--- src/rtl/acd_pkg.sv ---
`default_nettype none
package acd_pkg;

  // command codes carried in the command field of the immediate control block
  localparam logic [7:0] OP_READ_DI     = 8'h00;  // current inbound line levels
  localparam logic [7:0] OP_READ_PI     = 8'h01;  // latched input, kept
  localparam logic [7:0] OP_READ_PI_RST = 8'h02;  // latched input, then cleared
  localparam logic [7:0] OP_ARM         = 8'h68;  // arm both dialers for interrupt
  localparam logic [7:0] OP_READ_STATUS = 8'h22;  // status word of addressed group
  localparam logic [7:0] OP_DEV_RESET   = 8'h6f;  // reset both dialers
  localparam logic [7:0] OP_WRITE_DO    = 8'h48;  // dial output control word

  // default device addresses of the two groups
  localparam logic [7:0] ADDR_IN_GROUP  = 8'h40;
  localparam logic [7:0] ADDR_OUT_GROUP = 8'h41;

  // condition codes
  localparam logic [2:0] CC_OK         = 3'h7;
  localparam logic [2:0] CC_BUSY       = 3'h1;
  localparam logic [2:0] CC_REJECT     = 3'h2;
  localparam logic [2:0] CC_DATA_CHECK = 3'h5;

  // interrupt information byte while an interrupt is pending (code 11 in bits 6-7)
  localparam logic [7:0] IIB_PENDING = 8'h03;

  // word bit n (bit 0 is the most significant) sits at vector index 15-n
  localparam int unsigned STS_ARMED_IDX = 13;  // bit 2 of both status words
  localparam int unsigned STS_SYNC_IDX  = 12;  // bit 3
  localparam int unsigned STS_TEST1_IDX = 11;  // bit 4 (diag sync in output word)
  localparam int unsigned STS_TEST0_IDX = 10;  // bit 5
  localparam int unsigned STS_INT_LO    = 8;   // bits 6-7
  localparam int unsigned WR_CRQ_IDX    = 13;  // bit 2, port one; bit 10 is idx 5
  localparam int unsigned WR_DPR_IDX    = 12;  // bit 3, port one; bit 11 is idx 4
  localparam int unsigned WR_DIG_LO     = 8;   // bits 4-7, port one; bits 12-15 at idx 0
  localparam int unsigned PORT_STRIDE   = 8;   // port two sits one byte lower
  localparam int unsigned EV_LO         = 8;   // latched bits 3-7 at idx 12:8

  // command as presented by the channel
  typedef struct packed {
    logic [7:0]  opcode;
    logic [7:0]  dev_addr;
    logic [15:0] data;
  } acd_cmd_t;

  // answer returned to the channel
  typedef struct packed {
    logic [15:0] data;
    logic [2:0]  cc;
  } acd_resp_t;

  // inbound lines of one dialer
  typedef struct packed {
    logic next_digit_request;
    logic abandon_and_retry;
    logic power_indication;
    logic line_occupied;
    logic far_station_connected;
  } acd_lines_t;

  // outbound lines of one dialer
  typedef struct packed {
    logic       call_request_line;
    logic       digit_present_line;
    logic [3:0] digit_signal_lines;
  } acd_dial_t;

  // interrupt state code, as shown in status bits 6-7
  typedef enum logic [1:0] {
    IS_NONE     = 2'b00,
    IS_SERVICED = 2'b01,
    IS_PENDING  = 2'b11
  } acd_istate_t;

endpackage
`default_nettype wire

--- src/rtl/acd_edge_det.sv ---
`default_nettype none
module acd_edge_det #(
  parameter int unsigned W         = 5,
  parameter logic [4:0]  FALL_MASK = 5'h06  // lines that signal on turning off
) (
  // clock and reset
  input  wire logic         core_clk,
  input  wire logic         rst_n,
  input  wire logic         ce,
  // lines and events
  input  wire logic [W-1:0] lines,
  output logic      [W-1:0] events
);

  logic [W-1:0] prev_ff;   // line levels one cycle back
  logic         primed_ff; // no events until a first sample exists

  ////////////////////////////////////////////////////////////////////////////
  // sample lines; priming avoids a false edge from the reset value
  always_ff @(posedge core_clk) begin
    if (!rst_n) begin
      prev_ff   <= '0;
      primed_ff <= 1'b0;
    end else if (ce) begin
      prev_ff   <= lines;
      primed_ff <= 1'b1;
    end
  end

  // rising or falling edge per line, chosen by the mask
  always_comb begin
    for (int i = 0; i < W; i++) begin
      events[i] = primed_ff & (FALL_MASK[i] ? (prev_ff[i] & ~lines[i])
                                            : (~prev_ff[i] & lines[i]));
    end
  end

endmodule // acd_edge_det
`default_nettype wire

--- src/rtl/acd_intr_state.sv ---
`default_nettype none
module acd_intr_state (
  // clock and reset
  input  wire logic           core_clk,
  input  wire logic           rst_n,
  input  wire logic           ce,
  // control
  input  wire logic           clear,    // device reset
  input  wire logic           raise,    // new interrupt cause
  input  wire logic           ack,      // channel accepted the interrupt
  input  wire logic           release_i,// cause gone (register empty / ready)
  // state code
  output acd_pkg::acd_istate_t state
);

  acd_pkg::acd_istate_t state_ff;
  acd_pkg::acd_istate_t nxt_state;

  // next state; a fresh cause beats the release in the serviced state
  always_comb begin
    nxt_state = state_ff;
    if (clear) begin
      nxt_state = acd_pkg::IS_NONE;
    end else begin
      unique case (state_ff)
        acd_pkg::IS_NONE: begin
          if (raise) nxt_state = acd_pkg::IS_PENDING;
        end
        acd_pkg::IS_PENDING: begin
          if (ack && !raise) nxt_state = acd_pkg::IS_SERVICED;
        end
        acd_pkg::IS_SERVICED: begin
          if (raise) nxt_state = acd_pkg::IS_PENDING;
          else if (release_i) nxt_state = acd_pkg::IS_NONE;
        end
        default: nxt_state = acd_pkg::IS_NONE;  // code 10 is never held
      endcase
    end
  end

  ////////////////////////////////////////////////////////////////////////////
  always_ff @(posedge core_clk) begin
    if (!rst_n) state_ff <= acd_pkg::IS_NONE;
    else if (ce) state_ff <= nxt_state;
  end

  assign state = state_ff;

endmodule // acd_intr_state
`default_nettype wire

--- src/rtl/acd_dialer_port.sv ---
`default_nettype none
// Functional notes
// RULE_01: status read returns group status word
// RULE_02: input and output groups have separate formats
// RULE_03: input bit 2 armed, bit 3 sync
// RULE_04: input bits 4,5 report test modes
// RULE_05: code 11 pending, also in info byte
// RULE_06: code 01 serviced but latched uncleared; never 10
// RULE_07: output bits 2,3,4 modes; rest unused
// RULE_08: output code 01 serviced, ready inactive
// RULE_09: device reset clears interrupt, modes, data
// RULE_10: device reset hits both dialers together
// RULE_11: write bit 2/10 drives call request
// RULE_12: write bit 3/11 drives digit present
// RULE_13: write bits 4-7/12-15 give BCD digit
// RULE_14: write refused busy while interrupt pending
// RULE_15: data check means command not executed
// RULE_16: arm both dialers; busy if pending
// RULE_17: interrupt on listed line transitions
// RULE_18: dial outputs hold until write or reset
module acd_dialer_port #(
  parameter logic [7:0] IN_ADDR  = acd_pkg::ADDR_IN_GROUP,
  parameter logic [7:0] OUT_ADDR = acd_pkg::ADDR_OUT_GROUP
) (
  // clock, reset, enable
  input  wire logic                    core_clk,
  input  wire logic                    rst_n,
  input  wire logic                    ce,
  // channel command and answer
  input  wire logic                    cmd_valid,
  input  wire acd_pkg::acd_cmd_t       cmd,
  input  wire logic                    cmd_data_check,
  output logic                         resp_valid,
  output acd_pkg::acd_resp_t           resp,
  // channel interrupt
  output logic                         intr_req,
  output logic [7:0]                   interrupt_info_byte,
  input  wire logic                    intr_ack,
  // calling unit, index 0 is dialer port one
  input  wire acd_pkg::acd_lines_t [1:0] dialer_lines,
  input  wire logic                    out_ready,
  output acd_pkg::acd_dial_t           dialer_port_one,
  output acd_pkg::acd_dial_t           dialer_port_two
);

  ////////////////////////////////////////////////////////////////////////////
  // declarations
  logic                 armed_ff;      // latched-input interrupt mode
  logic [15:0]          latched_ff;    // latched-input register
  acd_pkg::acd_dial_t   dial_one_ff;   // port one outbound lines
  acd_pkg::acd_dial_t   dial_two_ff;   // port two outbound lines
  acd_pkg::acd_resp_t   resp_ff;       // answer data and code
  acd_pkg::acd_resp_t   nxt_resp;
  logic                 resp_valid_ff;
  logic                 hit_in;        // command addresses the input group
  logic                 hit_out;       // command addresses the output group
  logic                 exec;          // addressed, no data check
  logic                 busy;          // an interrupt is pending
  logic                 do_arm;
  logic                 do_rst;
  logic                 do_write;
  logic                 do_pi_clear;
  logic [4:0]           ev_one;        // line events of port one
  logic [4:0]           ev_two;        // line events of port two
  logic [15:0]          ev_bits;       // events placed at latched positions
  logic                 raise_in;
  logic                 release_in;
  acd_pkg::acd_istate_t in_state;
  acd_pkg::acd_istate_t out_state;
  logic [15:0]          in_status;
  logic [15:0]          out_status;
  logic [15:0]          di_word;

  // place a dialer's five line bits at a port's byte of the word
  function automatic logic [15:0] place5(input logic [4:0] one, input logic [4:0] two);
    logic [15:0] w;
    w = '0;
    w[acd_pkg::EV_LO +: 5] = one;
    w[acd_pkg::EV_LO - acd_pkg::PORT_STRIDE +: 5] = two;
    return w;
  endfunction

  // pick one dialer's outbound lines out of a write word
  // sh: zero for port one, a byte for port two
  function automatic acd_pkg::acd_dial_t dial_of(input logic [15:0] d, input int unsigned sh);
    acd_pkg::acd_dial_t r;
    r.call_request_line  = d[acd_pkg::WR_CRQ_IDX - sh];
    r.digit_present_line = d[acd_pkg::WR_DPR_IDX - sh];
    r.digit_signal_lines = d[acd_pkg::WR_DIG_LO - sh +: 4];
    return r;
  endfunction

  ////////////////////////////////////////////////////////////////////////////
  // decode
  // a data check blocks all effects but still answers
  assign hit_in   = cmd.dev_addr == IN_ADDR;
  assign hit_out  = cmd.dev_addr == OUT_ADDR;
  assign exec     = ce & cmd_valid & (hit_in | hit_out) & ~cmd_data_check;  // [RULE_15]
  assign busy     = (in_state == acd_pkg::IS_PENDING) | (out_state == acd_pkg::IS_PENDING);
  assign do_arm   = exec & (cmd.opcode == acd_pkg::OP_ARM) & ~busy;  // [RULE_16]
  // either address resets both dialers: they share the groups
  assign do_rst   = exec & (cmd.opcode == acd_pkg::OP_DEV_RESET);  // [RULE_10]
  assign do_write = exec & hit_out & (cmd.opcode == acd_pkg::OP_WRITE_DO) & ~busy;  // [RULE_14]
  assign do_pi_clear = exec & hit_in & (cmd.opcode == acd_pkg::OP_READ_PI_RST);

  ////////////////////////////////////////////////////////////////////////////
  // line events: next digit, retry, connected on rising; power, line on falling
  // limitation: pulses shorter than a cycle are missed
  acd_edge_det #(.W(5), .FALL_MASK(5'h06)) u_edge_one (
    .core_clk (core_clk),
    .rst_n    (rst_n),
    .ce       (ce),
    .lines    (dialer_lines[0]),
    .events   (ev_one)
  );

  acd_edge_det #(.W(5), .FALL_MASK(5'h06)) u_edge_two (
    .core_clk (core_clk),
    .rst_n    (rst_n),
    .ce       (ce),
    .lines    (dialer_lines[1]),
    .events   (ev_two)
  );

  assign ev_bits = place5(ev_one, ev_two);

  ////////////////////////////////////////////////////////////////////////////
  // arm mode; cleared only by device reset
  always_ff @(posedge core_clk) begin
    if (!rst_n) begin
      armed_ff <= 1'b0;
    end else if (ce) begin
      if (do_rst) armed_ff <= 1'b0;  // [RULE_09]
      else if (do_arm) armed_ff <= 1'b1;  // [RULE_16]
    end
  end

  // latched-input register; an event in the clearing cycle survives
  // a clear beating an event would drop a line change
  always_ff @(posedge core_clk) begin
    if (!rst_n) begin
      latched_ff <= '0;
    end else if (ce) begin
      if (do_rst) latched_ff <= '0;  // [RULE_09]
      else latched_ff <= (do_pi_clear ? 16'h0000 : latched_ff) | (armed_ff ? ev_bits : 16'h0000);
    end
  end

  ////////////////////////////////////////////////////////////////////////////
  // interrupt state of the input group
  assign raise_in   = armed_ff & (|ev_bits);  // [RULE_17]
  assign release_in = ~(|latched_ff) | do_pi_clear;  // [RULE_06]

  acd_intr_state u_int_in (
    .core_clk  (core_clk),
    .rst_n     (rst_n),
    .ce        (ce),
    .clear     (do_rst),
    .raise     (raise_in),
    .ack       (intr_ack),
    .release_i (release_in),
    .state     (in_state)
  );

  // output group: nothing in dialer use raises it, so it only reports,
  // leaving its serviced state once ready returns
  acd_intr_state u_int_out (
    .core_clk  (core_clk),
    .rst_n     (rst_n),
    .ce        (ce),
    .clear     (do_rst),
    .raise     (1'b0),
    .ack       (intr_ack),
    .release_i (out_ready),  // [RULE_08]
    .state     (out_state)
  );

  // interrupt presented to the channel with code 11 in the info byte
  // limitation: one ack services both groups
  assign intr_req            = busy;  // [RULE_05]
  assign interrupt_info_byte = busy ? acd_pkg::IIB_PENDING : 8'h00;  // [RULE_05]

  ////////////////////////////////////////////////////////////////////////////
  // status words; sync and test modes have no use here and read zero
  // trade-off: commandless modes are tied, not stored
  always_comb begin
    in_status = '0;
    in_status[acd_pkg::STS_ARMED_IDX] = armed_ff;  // [RULE_03]
    in_status[acd_pkg::STS_SYNC_IDX]  = 1'b0;  // [RULE_03]
    in_status[acd_pkg::STS_TEST1_IDX] = 1'b0;  // [RULE_04]
    in_status[acd_pkg::STS_TEST0_IDX] = 1'b0;  // [RULE_04]
    in_status[acd_pkg::STS_INT_LO +: 2] = in_state;  // [RULE_05] [RULE_06]
    out_status = '0;  // [RULE_07]
    out_status[acd_pkg::STS_ARMED_IDX] = 1'b0;  // disable mode never set
    out_status[acd_pkg::STS_INT_LO +: 2] = out_state;  // [RULE_08]
  end

  // inbound levels, power and line reported as 'off'
  assign di_word = place5({dialer_lines[0].next_digit_request,
                           dialer_lines[0].abandon_and_retry,
                           ~dialer_lines[0].power_indication,
                           ~dialer_lines[0].line_occupied,
                           dialer_lines[0].far_station_connected},
                          {dialer_lines[1].next_digit_request,
                           dialer_lines[1].abandon_and_retry,
                           ~dialer_lines[1].power_indication,
                           ~dialer_lines[1].line_occupied,
                           dialer_lines[1].far_station_connected});

  ////////////////////////////////////////////////////////////////////////////
  // answer for the command now presented
  always_comb begin
    nxt_resp.data = '0;
    nxt_resp.cc   = acd_pkg::CC_OK;
    if (cmd_data_check) begin
      nxt_resp.cc = acd_pkg::CC_DATA_CHECK;  // [RULE_15]
    end else begin
      unique case (cmd.opcode)
        acd_pkg::OP_READ_STATUS: begin
          nxt_resp.data = hit_out ? out_status : in_status;  // [RULE_01] [RULE_02]
        end
        acd_pkg::OP_READ_DI: begin
          if (hit_in) nxt_resp.data = di_word;
          else nxt_resp.cc = acd_pkg::CC_REJECT;
        end
        acd_pkg::OP_READ_PI, acd_pkg::OP_READ_PI_RST: begin
          if (hit_in) nxt_resp.data = latched_ff;
          else nxt_resp.cc = acd_pkg::CC_REJECT;
        end
        acd_pkg::OP_ARM: begin
          if (busy) nxt_resp.cc = acd_pkg::CC_BUSY;  // [RULE_16]
        end
        acd_pkg::OP_DEV_RESET: begin
          nxt_resp.cc = acd_pkg::CC_OK;
        end
        acd_pkg::OP_WRITE_DO: begin
          if (!hit_out) nxt_resp.cc = acd_pkg::CC_REJECT;
          else if (busy) nxt_resp.cc = acd_pkg::CC_BUSY;  // [RULE_14]
        end
        default: nxt_resp.cc = acd_pkg::CC_REJECT;  // unsupported command
      endcase
    end
  end

  // register the answer; unaddressed commands get none
  // resp holds so a slow reader still finds it
  always_ff @(posedge core_clk) begin
    if (!rst_n) begin
      resp_valid_ff <= 1'b0;
      resp_ff       <= '0;
    end else if (ce) begin
      resp_valid_ff <= cmd_valid & (hit_in | hit_out);
      if (cmd_valid & (hit_in | hit_out)) resp_ff <= nxt_resp;
    end
  end

  assign resp_valid = resp_valid_ff;
  assign resp       = resp_ff;

  ////////////////////////////////////////////////////////////////////////////
  // outbound dial lines; held between writes
  always_ff @(posedge core_clk) begin
    if (!rst_n) begin
      dial_one_ff <= '0;
      dial_two_ff <= '0;
    end else if (ce) begin
      if (do_rst) begin
        dial_one_ff <= '0;  // [RULE_09] [RULE_10]
        dial_two_ff <= '0;
      end else if (do_write) begin
        // one word sets both dialers at once [RULE_11] [RULE_12] [RULE_13]
        dial_one_ff <= dial_of(cmd.data, 0);
        dial_two_ff <= dial_of(cmd.data, acd_pkg::PORT_STRIDE);
      end
    end
  end  // otherwise held [RULE_18]

  assign dialer_port_one = dial_one_ff;
  assign dialer_port_two = dial_two_ff;
endmodule // acd_dialer_port
`default_nettype wire

--- config.mk ---
export PLATFORM = sky130hd
export DESIGN_NAME = acd_dialer_port
export DESIGN_NICKNAME = d
export VERILOG_FILES = /design/src/rtl/acd_pkg.sv /design/src/rtl/acd_edge_det.sv /design/src/rtl/acd_intr_state.sv /design/src/rtl/acd_dialer_port.sv
export SDC_FILE = /design/constraint.sdc
export NUM_CORES = 1
export LEC_CHECK = 0
export ABC_AREA = 1
export BUFFER_PORTS_ARGS = -buffer_cell sky130_fd_sc_hd__buf_2
export CORE_AREA = 2 2 78 80
export CTS_CLUSTER_SIZE = 14
export DETAILED_ROUTE_END_ITERATION = 12
export DIE_AREA = 0 0 80 82
export HOLD_SLACK_MARGIN = 0.12
export PLACE_DENSITY = 0.76
export SYNTH_ARGS = -nofsm -noshare
export SYNTH_HDL_FRONTEND = slang
export SYNTH_SLANG_ARGS = --single-unit
--- constraint.sdc ---
create_clock -name core_clk -period 1.6 [get_ports core_clk]
set_input_delay 0.08 -clock core_clk [delete_from_list [all_inputs] [get_ports core_clk]]
set_output_delay 0.08 -clock core_clk [all_outputs]
set_load 0.02 [all_outputs]
# ---- Word level (Yosys, flattened, before mapping)
# Cells that the tools add are included.
dict set report classes {
  eq_ne 18
  n_mux 30
  bitwise 50
  reduce_logical 17
}
# operator count
set op_table {}
lappend op_table {{$mux W16} 4}
lappend op_table {{$pmux W16 S3} 1}
lappend op_table {{$eq A8 B7 Y1 const B} 5}
lappend op_table {{$and A1 B1 Y1} 33}
lappend op_table {{$mux W13} 2}
lappend op_table {{$mux W6} 4}
lappend op_table {{$mux W2} 9}
lappend op_table {{$or A16 B13 Y16} 1}
lappend op_table {{$reduce_or A16 Y1} 1}
lappend op_table {{$mux W14} 1}
lappend op_table {{$not A1 Y1} 13}
lappend op_table {{$mux W3} 4}
lappend op_table {{$pmux W2 S3} 2}
lappend op_table {{$pmux W3 S4} 1}
lappend op_table {{$reduce_or A10 Y1} 1}
lappend op_table {{$eq A8 B1 Y1 const B} 1}
lappend op_table {{$eq A8 B2 Y1 const B} 1}
lappend op_table {{$eq A8 B6 Y1 const B} 1}
lappend op_table {{$logic_not A8 Y1} 1}
lappend op_table {{$reduce_and A4 Y1} 2}
lappend op_table {{$ne A3 B2 Y1 const B} 2}
lappend op_table {{$ne A3 B3 Y1 const B} 2}
lappend op_table {{$reduce_and A2 Y1} 3}
lappend op_table {{$eq A2 B1 Y1 const B} 2}
lappend op_table {{11 further kinds} 18}
dict set report totals {
  register_bits 64
  input_bits 49
  out_inout_bits 41
  wordCells 131
}

# ---- Logic depth before layout (Yosys ltp)
dict set report logic_depth {
  ltp_word 11
  mapped_depth 14
  mapped_depth_nobuf 14
}

# ---- By module
# A second synthesis with hierarchy kept.
dict set report unflattened {
  cells_unflattened 486
  hier_area_um2 3179.3
}
# mod instances cells_each area_per_inst_um2 seq_area_each_um2
set modules_own_cells {}
lappend modules_own_cells {acd_dialer_port 1 352 2268.4 780.7}
lappend modules_own_cells {acd_edge_det 2 41 294.0 120.1}
lappend modules_own_cells {acd_intr_state 2 26 161.4 40.0}

# ---- Least setup slack after synthesis
# Ideal clock, no wire load.
dict set report synth_path {
  kind {flip-flop to flip-flop}
  startpoint {reg u_edge_two.primed_ff}
  endpoint {reg u_int_in.state_ff[1], in the netlist u_int_in.state[1]}
  setup_time_ps 131
  arrival_time_ps 1260
  required_time_ps 1469
  setup_slack_ps 210
  stages_incl_launch_ff 14
  path_buffers 1
  synth_period_minus_slack_ps 1390
  path_cell_list {dfxtp_1 -> buf_2 -> nand3_1 -> nand2_1 -> nor2_1 -> nand3_1 -> nand2_1 -> nand2_1 -> nand2_1 -> nand3_1 -> nand2_2 -> nand2_1 -> nand2_1 -> a21oi_2}
}
dict set report synth_via {
  elab_chain_cells 7
  word_cells_on_any_way 21
  classes_between {3 x eq/ne; 3 x mux; 11 x bitwise; 4 x reduce/logical}
}
# element line
set synth_lines {}
lappend synth_lines {{from (decl)} acd_edge_det.sv:16} ;# logic primed_ff;
lappend synth_lines {{from (signal assigned)} acd_edge_det.sv:23} ;# primed_ff <= 1'b0;
lappend synth_lines {{from (signal assigned)} acd_edge_det.sv:26} ;# primed_ff <= 1'b1;
lappend synth_lines {{$and A1 B1 Y1} acd_edge_det.sv:33} ;# events[i] = primed_ff & (FALL_MASK[i] ? (prev_ff[i] & ~lines[i])
lappend synth_lines {{$reduce_or A10 Y1 *} acd_dialer_port.sv:151} ;# assign raise_in = armed_ff & (|ev_bits);
lappend synth_lines {{$and A1 B1 Y1 *} acd_dialer_port.sv:151}
lappend synth_lines {{$logic_not A1 Y1} acd_intr_state.sv:30} ;# if (ack && !raise) nxt_state = acd_pkg::IS_SERVICED;
lappend synth_lines {{$logic_and A1 B1 Y1} acd_intr_state.sv:30}
lappend synth_lines {{$ne A3 B2 Y1 (no line)} -}
lappend synth_lines {{$reduce_and A4 Y1 (no line)} -}
lappend synth_lines {{to (signal assigned)} acd_intr_state.sv:43} ;# if (!rst_n) state_ff <= acd_pkg::IS_NONE;
lappend synth_lines {{to (signal assigned)} acd_intr_state.sv:44} ;# else if (ce) state_ff <= nxt_state;
lappend synth_lines {{to (decl)} acd_intr_state.sv:16} ;# acd_pkg::acd_istate_t state_ff;
# Every way passes the cells marked *; elsewhere a longest branch is shown, timed or not.
# A chain may end at the register's enable or synchronous reset.

# ---- Final worst setup path
dict set report layout_path {
  startpoint {reg u_edge_two.primed_ff}
  endpoint {reg u_int_in.state_ff[0], in the netlist u_int_in.state[0]}
}
# Same word-level chain as after synthesis.

==> results.md <==
STA:
- The worst path setup slack after routing is -0.0332 ns.
- After layout, the worst path uses 102% of the clock period.
- The number of hold-slack violations in the final timing report was 0.
- Setup violations remaining at the end of the flow were counted as 2.
- The time the worst path needs with I/O delays and setup is 1.63 ns.
- The clock arrives with 0.00342 ns of skew.
- Setup repair after global routing could not meet its margin everywhere.
- Static timing analysis puts the maximum clock frequency at 0.612 GHz.
- The number of pins with negative max-slew slack in the final report was 0.

Critical path:
- The cell with the largest stage delay on the worst path is dfxtp_2.
- The most critical setup path has its endpoint at u_int_in.state[0]$_SDFFE_PN0P_.
- The depth of the worst register-to-register path is 13.
- The data required time at the worst endpoint is 1.84 ns.
- The critical path crosses 13 cells after its start point.
- The worst setup path is captured at a flip-flop.
- The kind of cell adding the most delay to the critical path is simple AND/OR/NAND/NOR gates.
- Counting stages on the worst path, the most repeated cell is nand2_1.
- Data on the critical path arrives at its endpoint at 1.88 ns.
- The signal on the critical path passes through buf_6 > nand2_1 > nor2_1 > nor2_1 > nand3_1 > nand2_2 > nand2_1 > nand2_1 > nand3_2 > nand2_2 > nand2_2 > nand2_1 > a21oi_1.
- The reg-to-reg endpoint is u_int_in.state[0]$_SDFFE_PN0P_.
- The type of the worst setup path is flip-flop to flip-flop.
- The nature of the critical path startpoint is a flip-flop.
- The worst reg-to-reg setup slack is -0.03 ns.
- The most critical setup path has its startpoint at u_edge_two.primed_ff$_SDFFE_PN0P_.
- The launch point of the worst reg-to-reg path is u_edge_two.primed_ff$_SDFFE_PN0P_.
- Along the worst path, the maximum fanout reaches 5.
- The peak per-stage delay on the critical path is 0.36 ns.
- Together, buffers and inverters on the worst path number 1.

Yosys:
- After synthesis, the cell types taking the most area are dfxtp_1, nand2_1, nor2_1.
- The mux cell area share after synthesis is 0%.
- The post-synthesis share of cell area spent on xor and xnor gates is 0%.
- The biggest area contributor in the post-synthesis netlist is dfxtp_1.
- The Yosys step of the flow raised 0 warnings.
- The number of register bits inferred by synthesis is 52.
- The top cell type by area accounts for 37.8% of the synthesized area.
- The cell count after synthesis is 395.
- The post-synth design cell area is 2760 µm².
- The largest family of logic cells by synthesized area is simple AND/OR/NAND/NOR gates.
- The sequential-to-total area share from yosys stat is 37.8%.
- Averaged over all synthesized cells, the footprint is 6.98 µm².
- The number of different library cells used by synthesis comes to 31.
- The adder and majority cell fraction of the synthesized area is 0%.
- Summing the areas of all compound-gate instances in the mapped netlist gives 15.3% of the synthesized area.
- The simple-gate share of the synthesized area is 34.5%.

Floorplanning:
- The full die area is 6560 µm².
- From bottom edge to top edge, the die measures 82 µm.
- 90 I/O pins were placed.
- Measured along the x axis, the die boundary spans 80 µm.
- The row count is 28.
- The core region is 5750 µm².
- The starting utilization of the core area is 48.0%.

Layout:
- From synthesis to final layout, the design area changed by 31.7%.
- The most common cell after layout, fill and taps aside is nand2_1.
- The number of nets in the finished design is 551.
- In the layout the commonest cells are nand2_1, buf_2, dfxtp_1.
- The total of fill cells in the finished design is 516.
- The share of cells above drive strength 1 is 29.8%.
- 0 antenna diodes ended up in the layout.

Drt:
- The detailed router placed 2,921 vias in this run.
- In the final routed layout, each cell accounts on average for 12.8 µm.
- The first detailed-routing pass took 5 iterations.
- Using the TritonRoute via totals, the vias-per-cell ratio works out to 5.05.
- The number of nets still failing antenna checks after routing is 0.
- The final routed DRC violation total is 0.
- The number of design-rule violations left by the first detailed-router iteration is 220.
- The aggregate routed wire length is 7400 µm.

Status:
- The run finished, with violations left.
- The final reports fail on negative setup slack.

Power and ir drop:
- In this run the static leakage power is 1.73 nW.
- Dividing total power by cell area gives a power density of 721 nW/µm².
- The total power draw is 0.00262 W.
- VDD sags by at most 0.000514 V.

Global routing:
- For this run the aggregate overflow at the end of global routing stands at 0.
- Entering global routing, the biggest net connects 26 pins.
- The number of antenna violations at the first check in global routing is 0.
- The via count of the first global-routing pass is 2,511.
- The first-pass GRT wire length is 11,500 µm.
- Global routing consumed, over all layers together, 22.2% of the routing resources.

Place:
- Port buffering added 78 buffers.
- Before CTS, the worst setup slack after placement is 0.0431 ns.
- The detailed placer's ending HPWL is 5220 µm.
- At the end of routability-driven placement, the weighted congestion stood at 0.900.

CTS:
- CTS built an H-tree with a depth of 2.
- The number of buffers inserted during clock tree synthesis is 5.
- Counting every sink on the clock net gives 52.
- The TritonCTS clock tree is done.
- The clock edge transition at the registers on the reported setup and hold paths is 0.10 ns.
- The root buffer cell is clkbuf_8.
- No sink is reached through more buffers than the 2 on the longest clock path.
- Clock latency on the worst-skew pair, taken at its later pin, is 0.30 ns.

Flow run:
- The tool flagged a number of max-cap violations equal to 0.

Hold path:
- In this run the worst hold path is classified as primary input to flip-flop.
## worst register-to-register path: cells and delay by family, from the launching register on
family	cells	cell delay [ns]
buf+inv	1	0.12
flops	1	0.36
compound gates	1	0.14
simple gates	11	0.97
## routing by layer
metal | wire length [µm] | track usage, % | up-vias | share of wire (%)
li1 | - | - | 1477 | -
met1 | 3320 | 29.2 | 1297 | 45
met2 | 3410 | 36.3 | 124 | 46
met3 | 500 | 4.40 | 23 | 6.8
met4 | 175 | 7.80 | 0 | 2.4
met5 | 0 | 0 | - | 0
## per-stage QoR
| step | setup TNS (ns) | utilization, % | hold WS, ns | cell area [µm²] | cells |
|---|---|---|---|---|---|
| CTS | 0 | 62.2 | 0.121 | 3570 | 576 |
| finish | -0.0517 | 63.2 | 0.125 | 3630 | 578 |
| detailed placement | 0 | 56.4 | 0.367 | 3240 | 547 |
| global route | -0.255 | 63.2 | 0.146 | 3630 | 578 |
| floorplan | 0 | - | 0.215 | 2780 | 400 |
| global placement | 0 | 56.4 | 0.355 | 3240 | 547 |
## report_power, final
| part | switching (W) | internal [W] | total, W |
|---|---|---|---|
| clock | 0.000447 | 0.000512 | 0.000959 |
| combinational | 0.000189 | 0.000137 | 0.000326 |
| sequential | 0.0000174 | 0.00132 | 0.00133 |
| total | 0.000653 | 0.00197 | 0.00262 |
## state kept, by name (all words and copies together), names as in the netlist
| name | cells |
|---|---|
| resp_valid | 1 |
| u_edge_two.prev_ff | 5 |
| armed_ff | 1 |
| u_edge_two.primed_ff | 1 |
| dialer_port_two | 6 |
| dialer_port_one | 6 |
| resp | 15 |
| u_int_in.state | 2 |
| latched_ff | 10 |
| u_edge_one.prev_ff | 5 |
## final cells by class
type                       instances  area, µm²  share of cell area, %
sequential                        52       1040                   28.7
clock inverter                     2       38.8                   1.07
timing repair buffer             119        758                   20.9
clock buffer                       6       82.6                   2.27
inverter                          50        188                   5.17
multi-input combinational        274       1430                   39.3
tap                               75       93.8                   2.58
## logic make-up after synthesis
kind of cell | count (synthesis)
flip-flops | 52
buffers and inverters | 74
AND/OR/NAND/NOR | 192
other | 1
AO/OA/AOI/OAI | 76
## worst min-delay path by stage
stage,from,end,slack [ns],cells after the start
after floorplan,dialer_lines[1],u_edge_one.prev_ff[1]$_SDFFE_PN0P_,0.21,2
after global placement,dialer_lines[6],u_edge_two.prev_ff[1]$_SDFFE_PN0P_,0.35,3
after detailed placement,dialer_lines[7],u_edge_two.prev_ff[2]$_SDFFE_PN0P_,0.37,3
after CTS,dialer_lines[5],u_edge_two.prev_ff[0]$_SDFFE_PN0P_,0.12,3
after global routing,dialer_lines[5],u_edge_two.prev_ff[0]$_SDFFE_PN0P_,0.15,3
final,rst_n,u_edge_two.primed_ff$_SDFFE_PN0P_,0.12,3
## timing repair
item / in CTS / in global routing
hold buffers: 21 / 0
setup buffers: 0 / 2
gates resized for setup: 0 / 11
endpoints found under the setup margin: 0 / 2
hold endpoints to repair: 22 / 0
## synthesized netlist by cell type
master,instances
nor4_4,1
o22ai_1,17
buf_4,13
buf_2,4
conb_1,1
nor2_1,51
o21ai_2,2
buf_6,1
inv_1,45
nand2_1,81
clkbuf_1,5
a311oi_1,1
dfxtp_1,52
nor3_2,11
nand3_1,17
nor3_1,6
buf_1,1
o21ai_0,18
inv_2,3
nand3b_1,3
a31oi_1,1
or2_1,1
nand4_1,4
nand2_2,9
a21oi_2,1
nor2_4,4
clkinv_1,2
nand2_4,3
nor2_8,1
o2111ai_1,1
a21oi_1,35
Note: power is estimated with default switching activity, not from simulation.
